==> config.mk <==
export PLATFORM = sky130hd
export DESIGN_NAME = lpddr3_ctrl_core
export DESIGN_NICKNAME = d
export VERILOG_FILES = /design/src/common/lpddr3_ctrl_pkg.sv /design/src/core/lpddr3_ctrl_core.sv
export SDC_FILE = /design/constraint.sdc
export NUM_CORES = 1
export LEC_CHECK = 0
export BUFFER_PORTS_ARGS = -buffer_cell sky130_fd_sc_hd__buf_2
export CAP_MARGIN = 30
export CORE_UTILIZATION = 57
export CTS_CLUSTER_SIZE = 25
export DETAILED_ROUTE_END_ITERATION = 8
export HOLD_SLACK_MARGIN = 0.06
export PLACE_DENSITY = 0.75
export SYNTH_ARGS = -nofsm -noshare
export SYNTH_HDL_FRONTEND = slang
export SYNTH_SLANG_ARGS = --single-unit
==> constraint.sdc <==
create_clock -name sys_clk_in -period 4.1 [get_ports sys_clk_in]
set_clock_uncertainty 0.1 [all_clocks]
set_input_delay 0.615 -clock sys_clk_in [delete_from_list [all_inputs] [get_ports sys_clk_in]]
set_output_delay 0.615 -clock sys_clk_in [all_outputs]
set_load 0.02 [all_outputs]
==> src/common/lpddr3_ctrl_pkg.sv <==
// Shared constants and types of the low-power DDR controller core.
package lpddr3_ctrl_pkg;
	// Clock rates in MHz; the nominal core and edge rates, and the rate used here.
	localparam int SYS_CLK_MHZ  = 40;
	localparam int CORE_CLK_MHZ = 200;
	localparam int EDGE_CLK_MHZ = 400;
	// User data words are this many memory data words wide.
	localparam int GEAR_RATIO   = 4;
	localparam int BURST_LEN    = 8;
	localparam int BURST_CYC    = BURST_LEN / GEAR_RATIO;
	// Memory timing in ns, rounded up to whole core cycles.
	localparam int T_RCD_NS     = 18;
	localparam int T_RP_NS      = 18;
	localparam int T_MRD_NS     = 70;
	localparam int T_WR_NS      = 15;
	localparam int T_RCD_CYC    = (T_RCD_NS * SYS_CLK_MHZ + 999) / 1000;
	localparam int T_RP_CYC     = (T_RP_NS * SYS_CLK_MHZ + 999) / 1000;
	localparam int T_MRD_CYC    = (T_MRD_NS * SYS_CLK_MHZ + 999) / 1000;
	localparam int T_WR_CYC     = (T_WR_NS * SYS_CLK_MHZ + 999) / 1000;
	localparam int INIT_WAIT_US = 200;
	localparam int RD_LAT_CYC   = 12;
	localparam int WR_LAT_CYC   = 6;
	// Capture window lead ahead of the preamble, in tenths of a period.
	localparam int WIN_LEAD_TENTHS = 55;
	localparam int WIN_LEAD_CYC = (WIN_LEAD_TENTHS + 9) / 10;
	localparam int WIN_START    = RD_LAT_CYC - WIN_LEAD_CYC;
	localparam int WIN_LEN      = WIN_LEAD_CYC + BURST_CYC;
	localparam int COARSE_MAX   = 3;
	localparam int FINE_MAX     = 7;
	localparam int WIN_END      = WIN_START + COARSE_MAX + WIN_LEN;
	localparam int RD_GAP_CYC   = WIN_END + 1;
	localparam int WR_GAP_CYC   = WR_LAT_CYC + BURST_CYC + T_WR_CYC;
	localparam int NUM_TRIALS   = 4;
	localparam int WL_TAP_MAX   = 31;
	localparam int WL_STEP_CYC  = 4;
	localparam int SYNC_EDGES   = 8;
	localparam int NUM_MRW      = 3;
	// Register map.
	localparam int REG_ADDR_W   = 4;
	localparam logic [3:0] REG_CTRL   = 4'h0;
	localparam logic [3:0] REG_STATUS = 4'h4;
	localparam logic [3:0] REG_TRAIN  = 4'h8;
	localparam int CTRL_WL_EN   = 0;
	localparam int CTRL_DLL     = 1;
	localparam int STAT_DONE    = 0;
	localparam int STAT_LVL_ERR = 1;
	localparam int STAT_TRN_ERR = 2;
	localparam int STAT_DLL     = 3;
	localparam int STAT_STATE   = 4;
	// User commands.
	localparam logic [3:0] UCMD_READ  = 4'h1;
	localparam logic [3:0] UCMD_WRITE = 4'h2;
	// Memory command codes on the command bus.
	typedef enum logic [2:0] {
		MCMD_NOP = 3'b000, MCMD_ACT = 3'b001, MCMD_RD = 3'b010,
		MCMD_WR = 3'b011, MCMD_PRE = 3'b100, MCMD_MRW = 3'b101
	} mem_cmd_t;
	// Bring-up sequence states.
	typedef enum logic [2:0] {
		ST_CLKSYNC = 3'b000, ST_WAIT_START = 3'b001, ST_POWERUP = 3'b010,
		ST_MRW = 3'b011, ST_WLEVEL = 3'b100, ST_TRAIN_REQ = 3'b101,
		ST_TRAIN_WAIT = 3'b110, ST_READY = 3'b111
	} init_state_t;
endpackage

==> src/core/lpddr3_ctrl_core.sv <==
// Controller core: bring-up, leveling, read training, bank tracking, issue and data path.
`timescale 1ns/10ps

// What this block does
// - Core logic on core clock, I/O edge clock
// - User data four memory words wide
// - Track open banks and their rows
// - Decode commands by bank and row state
// - Two-deep command queue, decode while issuing
// - Issuer drains queue meeting memory timing
// - Switch termination around memory writes
// - Gear single-rate words to double rate
// - Run init sequence, then flag done
// - Optional leveling after init, before training
// - Done ends leveling; failure flag alongside
// - Read training follows leveling
// - Drive coarse window and fine phase
// - Window rises 6 cycles (5.5 periods rounded up) before preamble
// - Step position until preamble seen
// - Window held for whole read burst
// - Accept only all-pass trials, else shift
// - Keep settings per group, reuse them
// - Deliver read data with valid strobe
// - Align edge-clock elements after reset
// - Hold update request until acknowledged
module lpddr3_ctrl_core
	import lpddr3_ctrl_pkg::*;
#(
	parameter int DW            = 16,
	parameter int NUM_GROUPS    = 2,
	parameter int BANK_W        = 3,
	parameter int ROW_W         = 14,
	parameter int COL_W         = 10,
	parameter int INIT_WAIT_CYC = INIT_WAIT_US * SYS_CLK_MHZ
) (
	input  wire logic                              sys_clk_in,
	input  wire logic                              nrst_in,
	input  wire logic [REG_ADDR_W-1:0]             reg_addr_in,
	input  wire logic [31:0]                       reg_wdata_in,
	input  wire logic                              reg_wr_in,
	input  wire logic                              reg_rd_in,
	output logic      [31:0]                       reg_rdata_out,
	input  wire logic                              init_start_in,
	output logic                                   init_done_out,
	output logic                                   leveling_failure_flag_out,
	input  wire logic [3:0]                        cmd_in,
	input  wire logic                              cmd_valid_in,
	input  wire logic [BANK_W+ROW_W+COL_W-1:0]     addr_in,
	input  wire logic [GEAR_RATIO*DW-1:0]          write_data_in,
	output logic                                   cmd_ready_out,
	output logic      [GEAR_RATIO*DW-1:0]          read_data_out,
	output logic                                   read_data_valid_out,
	output logic      [2:0]                        mem_cmd_out,
	output logic      [BANK_W-1:0]                 mem_bank_out,
	output logic      [ROW_W-1:0]                  mem_addr_out,
	output logic                                   odt_out,
	output logic      [2*DW-1:0]                   dq_out,
	output logic                                   dq_oe_out,
	input  wire logic [2*DW-1:0]                   dq_in,
	input  wire logic                              capture_valid_in,
	input  wire logic [NUM_GROUPS-1:0]             preamble_seen_flag_in,
	output logic      [2*NUM_GROUPS-1:0]           coarse_window_out,
	output logic      [3*NUM_GROUPS-1:0]           fine_capture_phase_out,
	output logic                                   wl_active_out,
	output logic      [5*NUM_GROUPS-1:0]           wl_delay_out,
	input  wire logic [NUM_GROUPS-1:0]             wl_feedback_in,
	input  wire logic                              edge_clk_in,
	output logic                                   sync_start_out,
	output logic                                   dll_update_out,
	input  wire logic                              update_done_in
);
	localparam int QD    = 2;                 // Queue depth.
	localparam int UDW   = GEAR_RATIO * DW;   // User data width.
	localparam int SW    = NUM_GROUPS + 2;    // Synchronised input count.
	localparam int NBANK = 1 << BANK_W;

	// Pin-side inputs from other domains pass two flops before use.
	logic [SW-1:0] sync1_ff;
	logic [SW-1:0] sync2_ff;
	logic          eclk_prev_ff;              // Last synchronised edge clock level.
	always_ff @(posedge sys_clk_in) begin
		if (!nrst_in) begin
			sync1_ff     <= '0;
			sync2_ff     <= '0;
			eclk_prev_ff <= 1'b0;
		end else begin
			sync1_ff     <= {wl_feedback_in, update_done_in, edge_clk_in};
			sync2_ff     <= sync1_ff;
			eclk_prev_ff <= sync2_ff[0];
		end
	end
	wire                  eclk_rise = sync2_ff[0] & ~eclk_prev_ff;
	wire                  ack_sync  = sync2_ff[1];
	wire [NUM_GROUPS-1:0] wl_fb     = sync2_ff[SW-1:2];

	init_state_t     st_ff;                    // Bring-up sequence state.
	logic [31:0]     init_cnt_ff;              // Shared wait counter.
	logic [1:0]      mrw_idx_ff;               // Mode writes issued so far.
	logic            wl_en_ff;                 // Leveling enabled by software.
	logic            dll_update_ff;            // Delay lock update request.
	logic            init_done_ff;
	logic            lvl_err_ff;
	logic            trn_err_ff;
	logic [5:0]      timer_ff;                 // Issue spacing timer.
	logic [4:0]      rd_cnt_ff;                // Cycles since last read issue.
	logic [4:0]      wr_cnt_ff;                // Cycles since last write issue.
	logic [NUM_GROUPS-1:0] wl_done_ff;
	logic [NUM_GROUPS-1:0] wl_fail_ff;
	logic [NUM_GROUPS-1:0] tr_lock_ff;
	logic [NUM_GROUPS-1:0] tr_fail_ff;
	logic [NUM_GROUPS-1:0] win_act;            // Capture window per group.
	logic            tr_req;                   // Training read wanted.
	wire             all_wl  = &(wl_done_ff | wl_fail_ff);
	wire             all_tr  = &tr_lock_ff;
	wire             win_end = (rd_cnt_ff == 5'(WIN_END));
	logic            dec_valid_ff;             // Decoder slot holds a command.
	// An update request written this cycle already keeps the next command slot idle.
	wire             dll_start = reg_wr_in && (reg_addr_in == REG_CTRL) && reg_wdata_in[CTRL_DLL];
	wire             mrw_fire = (st_ff == ST_MRW) && (timer_ff == 6'h0) &&
	                            (mrw_idx_ff < 2'(NUM_MRW)) && !dll_update_ff && !dll_start;

	// Bring-up sequence.
	always_ff @(posedge sys_clk_in) begin
		if (!nrst_in) begin
			st_ff       <= ST_CLKSYNC;
			init_cnt_ff <= '0;
			mrw_idx_ff  <= 2'h0;
		end else begin
			unique case (st_ff)
				ST_CLKSYNC: begin
					if (eclk_rise) begin
						init_cnt_ff <= init_cnt_ff + 32'h0000_0001;
					end
					if (init_cnt_ff == 32'(SYNC_EDGES)) begin
						st_ff       <= ST_WAIT_START;
						init_cnt_ff <= '0;
					end
				end
				ST_WAIT_START: begin
					if (init_start_in) begin
						st_ff <= ST_POWERUP;
					end
				end
				ST_POWERUP: begin
					init_cnt_ff <= init_cnt_ff + 32'h0000_0001;
					if (init_cnt_ff == 32'(INIT_WAIT_CYC - 1)) begin
						st_ff       <= ST_MRW;
						init_cnt_ff <= '0;
					end
				end
				ST_MRW: begin
					if (mrw_fire) begin
						mrw_idx_ff <= mrw_idx_ff + 2'h1;
					end else if (mrw_idx_ff == 2'(NUM_MRW) && timer_ff == 6'h0) begin
						st_ff <= wl_en_ff ? ST_WLEVEL : ST_TRAIN_REQ;
					end
				end
				ST_WLEVEL: begin
					if (all_wl) begin
						st_ff <= ST_TRAIN_REQ;
					end
				end
				ST_TRAIN_REQ: begin
					// Training read handed to the decoder.
					if (!dec_valid_ff) begin
						st_ff <= ST_TRAIN_WAIT;
					end
				end
				ST_TRAIN_WAIT: begin
					if (win_end) begin
						st_ff <= (all_tr || (&(tr_lock_ff | tr_fail_ff))) ? ST_READY : ST_TRAIN_REQ;
					end
				end
				ST_READY: begin
					// Holds until reset.
				end
			endcase
		end
	end
	assign tr_req = (st_ff == ST_TRAIN_REQ);

	// Clock alignment pulse once the edge clock has been seen running.
	always_ff @(posedge sys_clk_in) begin
		if (!nrst_in) begin
			sync_start_out <= 1'b0;
		end else begin
			sync_start_out <= (st_ff == ST_CLKSYNC) && (init_cnt_ff == 32'(SYNC_EDGES));
		end
	end

	// Done and failure flags; done is sticky until reset.
	always_ff @(posedge sys_clk_in) begin
		if (!nrst_in) begin
			init_done_ff <= 1'b0;
			lvl_err_ff   <= 1'b0;
			trn_err_ff   <= 1'b0;
		end else if (st_ff == ST_TRAIN_WAIT && win_end && st_ff != ST_READY) begin
			if (all_tr || (&(tr_lock_ff | tr_fail_ff))) begin
				init_done_ff <= 1'b1;
				lvl_err_ff   <= |wl_fail_ff;
				trn_err_ff   <= |tr_fail_ff;
			end
		end
	end
	assign init_done_out             = init_done_ff;
	assign leveling_failure_flag_out = lvl_err_ff;

	// Per-group leveling and read training.
	logic [4:0]      wl_tap_ff  [NUM_GROUPS];
	logic [1:0]      coarse_ff  [NUM_GROUPS];
	logic [2:0]      fine_ff    [NUM_GROUPS];
	logic [2:0]      trial_ff   [NUM_GROUPS];
	logic [NUM_GROUPS-1:0] seen_ff;           // Preamble seen in this window.
	logic [2:0]      wl_step_ff;               // Cycles between tap steps.
	always_ff @(posedge sys_clk_in) begin
		if (!nrst_in || st_ff != ST_WLEVEL || wl_step_ff == 3'(WL_STEP_CYC - 1)) begin
			wl_step_ff <= 3'h0;
		end else begin
			wl_step_ff <= wl_step_ff + 3'h1;
		end
	end
	genvar g;
	generate
		for (g = 0; g < NUM_GROUPS; g++) begin : grp
			// Leveling: step the strobe delay until feedback turns high.
			always_ff @(posedge sys_clk_in) begin
				if (!nrst_in) begin
					wl_tap_ff[g]  <= 5'h0;
					wl_done_ff[g] <= 1'b0;
					wl_fail_ff[g] <= 1'b0;
				end else if (st_ff == ST_WLEVEL && !wl_done_ff[g] && !wl_fail_ff[g] &&
				             wl_step_ff == 3'(WL_STEP_CYC - 1)) begin
					if (wl_fb[g]) begin
						wl_done_ff[g] <= 1'b1;
					end else if (wl_tap_ff[g] == 5'(WL_TAP_MAX)) begin
						wl_fail_ff[g] <= 1'b1;
					end else begin
						wl_tap_ff[g] <= wl_tap_ff[g] + 5'h1;
					end
				end
			end
			// Window per group, shifted later by its coarse setting.
			// Window well ahead of preamble
			assign win_act[g] = (rd_cnt_ff >= 5'(WIN_START) + 5'(coarse_ff[g])) &&
			                    (rd_cnt_ff < 5'(WIN_START + WIN_LEN) + 5'(coarse_ff[g]));
			// Training position and trial counting.
			always_ff @(posedge sys_clk_in) begin
				if (!nrst_in) begin
					coarse_ff[g]  <= 2'h0;
					fine_ff[g]    <= 3'h0;
					trial_ff[g]   <= 3'h0;
					tr_lock_ff[g] <= 1'b0;
					tr_fail_ff[g] <= 1'b0;
					seen_ff[g]    <= 1'b0;
				end else if (st_ff == ST_TRAIN_WAIT) begin
					if (win_act[g] && preamble_seen_flag_in[g]) begin
						seen_ff[g] <= 1'b1;
					end
					if (win_end) begin
						seen_ff[g] <= 1'b0;
						if (!tr_lock_ff[g] && !tr_fail_ff[g]) begin
							if (seen_ff[g]) begin
								trial_ff[g]   <= trial_ff[g] + 3'h1;
								tr_lock_ff[g] <= (trial_ff[g] == 3'(NUM_TRIALS - 1));
							end else begin
								trial_ff[g] <= 3'h0;
								if (fine_ff[g] != 3'(FINE_MAX)) begin
									fine_ff[g] <= fine_ff[g] + 3'h1;
								end else if (coarse_ff[g] != 2'(COARSE_MAX)) begin
									fine_ff[g]   <= 3'h0;
									coarse_ff[g] <= coarse_ff[g] + 2'h1;
								end else begin
									tr_fail_ff[g] <= 1'b1;
								end
							end
						end
					end
				end
			end
			assign coarse_window_out[2*g +: 2]      = win_act[g] ? 2'h3 : 2'h0;
			assign fine_capture_phase_out[3*g +: 3] = fine_ff[g];
			assign wl_delay_out[5*g +: 5]           = wl_tap_ff[g];
		end
	endgenerate
	assign wl_active_out = (st_ff == ST_WLEVEL);

	// Decoder holding slot and bank table.
	logic            dec_wr_ff;
	logic [BANK_W-1:0] dec_bank_ff;
	logic [ROW_W-1:0]  dec_row_ff;
	logic [COL_W-1:0]  dec_col_ff;
	logic [UDW-1:0]    dec_data_ff;
	logic [NBANK-1:0]  bank_open_ff;
	logic [ROW_W-1:0]  bank_row_ff [NBANK];
	// Queue entries.
	mem_cmd_t        q_cmd_ff  [QD];
	logic [BANK_W-1:0] q_bank_ff [QD];
	logic [ROW_W-1:0]  q_addr_ff [QD];
	logic [UDW-1:0]    q_data_ff [QD];
	logic            q_wp_ff;
	logic            q_rp_ff;
	logic [1:0]      q_cnt_ff;
	wire             q_full = (q_cnt_ff == 2'(QD));
	wire             push   = dec_valid_ff && !q_full;
	wire             pop    = (q_cnt_ff != 2'h0) && (timer_ff == 6'h0) &&
	                          !dll_update_ff && !dll_start && !mrw_fire;
	wire             hit    = bank_open_ff[dec_bank_ff] && (bank_row_ff[dec_bank_ff] == dec_row_ff);
	mem_cmd_t        push_cmd;
	logic [ROW_W-1:0] push_addr;

	always_comb begin
		push_cmd  = MCMD_ACT;
		push_addr = dec_row_ff;
		if (hit) begin
			push_cmd  = dec_wr_ff ? MCMD_WR : MCMD_RD;
			push_addr = ROW_W'(dec_col_ff);
		end else if (bank_open_ff[dec_bank_ff]) begin
			push_cmd = MCMD_PRE;
		end
	end
	assign cmd_ready_out = init_done_ff && !dec_valid_ff;

	// Decoder slot: user commands after bring-up, training reads during it.
	always_ff @(posedge sys_clk_in) begin
		if (!nrst_in) begin
			dec_valid_ff <= 1'b0;
			dec_wr_ff    <= 1'b0;
			dec_bank_ff  <= '0;
			dec_row_ff   <= '0;
			dec_col_ff   <= '0;
			dec_data_ff  <= '0;
		end else if (!dec_valid_ff) begin
			if (cmd_ready_out && cmd_valid_in && (cmd_in == UCMD_READ || cmd_in == UCMD_WRITE)) begin
				dec_valid_ff <= 1'b1;
				dec_wr_ff    <= (cmd_in == UCMD_WRITE);
				{dec_bank_ff, dec_row_ff, dec_col_ff} <= addr_in;
				dec_data_ff  <= write_data_in;
			end else if (tr_req) begin
				dec_valid_ff <= 1'b1;
				dec_wr_ff    <= 1'b0;
				{dec_bank_ff, dec_row_ff, dec_col_ff} <= '0;
			end
		end else if (push && hit) begin
			dec_valid_ff <= 1'b0;
		end
	end

	always_ff @(posedge sys_clk_in) begin
		if (!nrst_in) begin
			bank_open_ff <= '0;
		end else if (push && push_cmd == MCMD_PRE) begin
			bank_open_ff[dec_bank_ff] <= 1'b0;
		end else if (push && push_cmd == MCMD_ACT) begin
			bank_open_ff[dec_bank_ff] <= 1'b1;
		end
	end
	always_ff @(posedge sys_clk_in) begin
		if (push && push_cmd == MCMD_ACT) begin
			bank_row_ff[dec_bank_ff] <= dec_row_ff;
		end
	end

	always_ff @(posedge sys_clk_in) begin
		if (!nrst_in) begin
			q_wp_ff  <= 1'b0;
			q_rp_ff  <= 1'b0;
			q_cnt_ff <= 2'h0;
		end else begin
			q_wp_ff  <= q_wp_ff ^ push;
			q_rp_ff  <= q_rp_ff ^ pop;
			q_cnt_ff <= q_cnt_ff + 2'(push) - 2'(pop);
		end
	end
	always_ff @(posedge sys_clk_in) begin
		if (push) begin
			q_cmd_ff[q_wp_ff]  <= push_cmd;
			q_bank_ff[q_wp_ff] <= dec_bank_ff;
			q_addr_ff[q_wp_ff] <= push_addr;
			q_data_ff[q_wp_ff] <= dec_data_ff;
		end
	end

	// Issuer: one memory command per free slot, then spacing.
	logic [UDW-1:0]  wbuf_ff;                  // Write word for the burst.
	always_ff @(posedge sys_clk_in) begin
		if (!nrst_in) begin
			mem_cmd_out  <= MCMD_NOP;
			mem_bank_out <= '0;
			mem_addr_out <= '0;
			timer_ff     <= 6'h0;
			wbuf_ff      <= '0;
		end else begin
			mem_cmd_out <= MCMD_NOP;
			if (timer_ff != 6'h0) begin
				timer_ff <= timer_ff - 6'h1;
			end
			if (mrw_fire) begin
				mem_cmd_out  <= MCMD_MRW;
				mem_addr_out <= ROW_W'(mrw_idx_ff);
				timer_ff     <= 6'(T_MRD_CYC);
			end else if (pop) begin
				mem_cmd_out  <= q_cmd_ff[q_rp_ff];
				mem_bank_out <= q_bank_ff[q_rp_ff];
				mem_addr_out <= q_addr_ff[q_rp_ff];
				unique case (q_cmd_ff[q_rp_ff])
					MCMD_ACT: timer_ff <= 6'(T_RCD_CYC);
					MCMD_PRE: timer_ff <= 6'(T_RP_CYC);
					MCMD_RD:  timer_ff <= 6'(RD_GAP_CYC);
					MCMD_WR:  timer_ff <= 6'(WR_GAP_CYC);
					default:  timer_ff <= 6'h0;
				endcase
				if (q_cmd_ff[q_rp_ff] == MCMD_WR) begin
					wbuf_ff <= q_data_ff[q_rp_ff];
				end
			end
		end
	end
	wire rd_issue = pop && q_cmd_ff[q_rp_ff] == MCMD_RD;
	wire wr_issue = pop && q_cmd_ff[q_rp_ff] == MCMD_WR;

	// Cycle counters since the last read and write, saturating.
	always_ff @(posedge sys_clk_in) begin
		if (!nrst_in) begin
			rd_cnt_ff <= 5'h1F;
			wr_cnt_ff <= 5'h1F;
		end else begin
			rd_cnt_ff <= rd_issue ? 5'h0 : (rd_cnt_ff == 5'h1F ? rd_cnt_ff : rd_cnt_ff + 5'h1);
			wr_cnt_ff <= wr_issue ? 5'h0 : (wr_cnt_ff == 5'h1F ? wr_cnt_ff : wr_cnt_ff + 5'h1);
		end
	end

	// Write burst: low half then high half, termination around it.
	wire wr_beat = (wr_cnt_ff >= 5'(WR_LAT_CYC)) && (wr_cnt_ff < 5'(WR_LAT_CYC + BURST_CYC));
	always_ff @(posedge sys_clk_in) begin
		if (!nrst_in) begin
			dq_out    <= '0;
			dq_oe_out <= 1'b0;
			odt_out   <= 1'b0;
		end else begin
			// Four memory words per user word
			dq_oe_out <= wr_beat;
			dq_out    <= (wr_cnt_ff == 5'(WR_LAT_CYC)) ? wbuf_ff[2*DW-1:0] : wbuf_ff[UDW-1:2*DW];
			odt_out   <= wr_issue || (wr_cnt_ff < 5'(WR_LAT_CYC + BURST_CYC));
		end
	end

	// Read capture: two double-rate halves make one user word.
	logic            half_ff;                  // Low half already taken.
	always_ff @(posedge sys_clk_in) begin
		if (!nrst_in) begin
			half_ff             <= 1'b0;
			read_data_out       <= '0;
			read_data_valid_out <= 1'b0;
		end else begin
			read_data_valid_out <= 1'b0;
			if (init_done_ff && capture_valid_in && (|win_act)) begin
				half_ff <= !half_ff;
				if (!half_ff) begin
					read_data_out[2*DW-1:0] <= dq_in;
				end else begin
					read_data_out[UDW-1:2*DW] <= dq_in;
					read_data_valid_out       <= 1'b1;
				end
			end else if (!(|win_act)) begin
				half_ff <= 1'b0;
			end
		end
	end

	always_ff @(posedge sys_clk_in) begin
		if (!nrst_in) begin
			dll_update_ff <= 1'b0;
		end else if (dll_update_ff && ack_sync) begin
			dll_update_ff <= 1'b0;
		end else if (dll_start) begin
			dll_update_ff <= 1'b1;
		end
	end
	assign dll_update_out = dll_update_ff;

	logic [5*NUM_GROUPS-1:0] train_word;       // Coarse and fine per group.
	// Stored training settings gathered for read back.
	always_comb begin
		train_word = '0;
		for (int i = 0; i < NUM_GROUPS; i++) begin
			train_word[5*i +: 5] = {coarse_ff[i], fine_ff[i]};
		end
	end

	// Software registers: leveling enable written, state read back.
	always_ff @(posedge sys_clk_in) begin
		if (!nrst_in) begin
			wl_en_ff      <= 1'b0;
			reg_rdata_out <= '0;
		end else begin
			if (reg_wr_in && reg_addr_in == REG_CTRL) begin
				wl_en_ff <= reg_wdata_in[CTRL_WL_EN];
			end
			reg_rdata_out <= '0;
			if (reg_rd_in) begin
				unique case (reg_addr_in)
					REG_CTRL:   reg_rdata_out[CTRL_WL_EN] <= wl_en_ff;
					REG_STATUS: begin
						reg_rdata_out[STAT_DONE]    <= init_done_ff;
						reg_rdata_out[STAT_LVL_ERR] <= lvl_err_ff;
						reg_rdata_out[STAT_TRN_ERR] <= trn_err_ff;
						reg_rdata_out[STAT_DLL]     <= dll_update_ff;
						reg_rdata_out[STAT_STATE +: 3] <= st_ff;
					end
					REG_TRAIN:  reg_rdata_out[5*NUM_GROUPS-1:0] <= train_word;
					default:    reg_rdata_out <= '0;
				endcase
			end
		end
	end
endmodule

==> flow_summary.ini <==
[critical_path]
crit_start = coarse_ff[1][1]
required_ns = 3.38
r2r_setup_slack_ns = 0.48
critPathCaptureType = output port
worstPathArrival_ns = 3.05
r2r_end = q_addr_ff[0][1]
worstPathMaxFanout = 29
path_class = flip-flop to output port
worstRegToRegCells = 8
cp-start-kind = flip-flop

[cts]
cts_max_path_buffers = 3
cts_tree = yes
clock-sinks = 690
clk_pin_slew_ns = 0.06
cts_made_buffers = 70
clkLatencyLatePin_ns = 0.61
cts_setup_buffers = 0
clock-root-buffer = clkbuf_16
cts_resized = 0
cts_hold_buf = 0
cts-htree-levels = 3

[place]
place.gp.congestion = 0.8530
place_hpwl_um = 39760
port_buffers = 300
place_ws_ns = 0.5053

[layout]
layout_commonest_cell = dfxtp_1
nNetsFinal = 2809
drive_above_1_share = 0.1961
multi_input_area_um2 = 9151
diodes = 0
seqCellArea_um2 = 16880
area_growth_pct = 16.03
fillers = 3450
final_cell_mix = dfxtp_1 (383), edfxtp_1 (306), buf_2 (300)

[grt]
met2_usage = 0.4278
grt_pass1_wl_um = 95680
grtUsageTotal = 0.2548
grtUsageMet3 = 0.04643
gr-total-overflow = 0
antenna_found_initial = 1
grt_pass1_vias = 17860
grtUsageMet1 = 0.3345
grt_busiest_layer = met2
grt_start_max_net_pins = 136

[timing]
final-hold-violation-count = 0
setup_ws_ns = 0.3386
worst_slew_pin_slew_ns = 0.9909
slew_violations = 0
slew_headroom = 0.3387
min_period_ns = 3.761
fin_crit_sh = 0.9174
rsz0062_at_grt = no
tns_ns = 0
max_freq_ghz = 0.2659
setup_violations = 0

[synth]
ys_async_sr_fraction = 0
synth-edff-count = 306
synth.distinct_cells = 67
ys_seq_area_frac = 0.6283
ys_warn_count = 0
synth_adder_area_share = 0.02003
syn_area_per_cell_um2 = 11.50
ys_ff_latch = 690
synth_xor_xnor_area_share = 0.01891
yosys.area.top_type = edfxtp_1
synthMuxAreaShare = 0.06409
synth_compound_area_frac = 0.1093
ys_top_cells_by_area = edfxtp_1 (34%), dfxtp_1 (29%), mux2i_1 (4.1%), a21oi_1 (3.4%), nand2_1 (3.3%)
syn_inst = 2335
synthFlopType = dfxtp_1
synthSimpleGateAreaFrac = 0.1230
yosys.area.top_type_share = 0.3421
synth_top_family_by_area = simple AND/OR/NAND/NOR gates
syn-cell-area_um2 = 26860

[route]
first_iter_violations = 1544
drc_errors = 0
wl_um = 62090
firstDrtPassIters = 5
viasPerCell = 5.792
wl_per_cell_um = 19.09
ant_nets = 0
via_count = 18840

[flow_run]
cap_violations = 0

[power]
ir_drop_mv = 0.3655
power.density_nw_per_um2 = 467.5
power.total_mw = 14.57
p_leak_nw = 10.74

[floorplan]
die_y_um = 219.1
core_area_um2 = 46560
initial_core_util = 0.5770
die-area_um2 = 48000
rows = 79
ios = 353
die_w_um = 219.1

[min_path]
worstHoldPathType = input port to flip-flop
min_to = sync1_ff[2]
hold_depth = 2
worstHoldStart = wl_feedback_in[0]

[outcome]
outcome = finished, final reports clean
==> synthesized netlist by cell type, types with 21 or more instances <==
master / n
a211oi_1: 85
a21oi_1: 185
a22oi_1: 27
and2_1: 22
buf_4: 26
clkbuf_1: 132
dfxtp_1: 384
edfxtp_1: 306
ha_1: 43
inv_1: 40
mux2_2: 21
mux2i_1: 109
nand2_1: 236
nand3_1: 86
nor2_1: 225
nor3_1: 28
o211ai_1: 66
o21ai_0: 23
xnor2_1: 38
==> power by group <==
part / internal [mW] / switching [mW]
Combinational: 0.357 / 0.596
Clock: 3.66 / 2.66
Sequential: 7.21 / 0.0955
==> per-layer routing <==
metal,vias to the layer above,part of all wire
li1,8935,-
met1,9172,0.42
met2,632,0.49
met3,101,0.060
met4,2,0.024
met5,-,0.00018
==> critical path, stage by stage (launching register included) <==
cell      delay, ns
edfxtp_1       0.49
ha_1           0.35
nor2b_1        0.13
o21ai_0        0.18
a21oi_1        0.09
o21ai_0        0.29
and3b_2        0.64
buf_2          0.27
==> area by class of cell <==
| class | count | area share |
|---|---|---|
| Sequential cell | 690 | 0.5416 |
| Multi-Input combinational cell | 1443 | 0.2936 |
| Clock buffer | 100 | 0.06475 |
| Timing Repair Buffer | 345 | 0.06154 |
| Tap cell | 607 | 0.02437 |
| Clock inverter | 28 | 0.009073 |
| Inverter | 40 | 0.005058 |
==> stage by stage <==
stage / instances / cell area [µm²] / util / hold WS [ns]
after floorplan: 2356 / 26940 / - / 0.2990
after global placement: 3119 / 28780 / 0.6182 / 0.3065
after detailed placement: 3122 / 28820 / 0.6191 / 0.3137
after CTS: 3250 / 31120 / 0.6685 / 0.09831
after global routing: 3253 / 31170 / 0.6695 / 0.1165
final: 3253 / 31170 / 0.6695 / 0.1189
==> cells by family after synthesis <==
kind of cell,count (synthesis)
compound gates,451
xor+xnor,58
fa+ha+maj,43
buf+inv,223
flops,690
mux,150
other cells,1
simple gates,719
==> worst max path at each step <==
stage / end / slack [ns] / cells after the start
after detailed placement: q_addr_ff[0][1] / 0.51 / 8
after CTS: coarse_window_out[2] / 0.35 / 7
after global placement: q_addr_ff[0][3] / 0.56 / 8
after floorplan: q_addr_ff[1][0] / 0.91 / 4
final: coarse_window_out[2] / 0.34 / 7
after global routing: coarse_window_out[0] / 0.09 / 7
==> registers in the layout, summed over array words and instances, names as in the netlist, 6 cells and up, named ones only <==
name and cells:
dec_col_ff 10, dec_row_ff 14, q_bank_ff 6, q_data_ff 128, fine_ff 6, trial_ff 6
timer_ff 6, init_cnt_ff 32, dec_data_ff 64, q_addr_ff 28, mem_addr_out 14, wbuf_ff 64
read_data_out 64, wl_tap_ff 10, dq_out 32, bank_row_ff 112, reg_rdata_out 10, q_cmd_ff 6
Note: power is estimated with default switching activity, not from simulation.
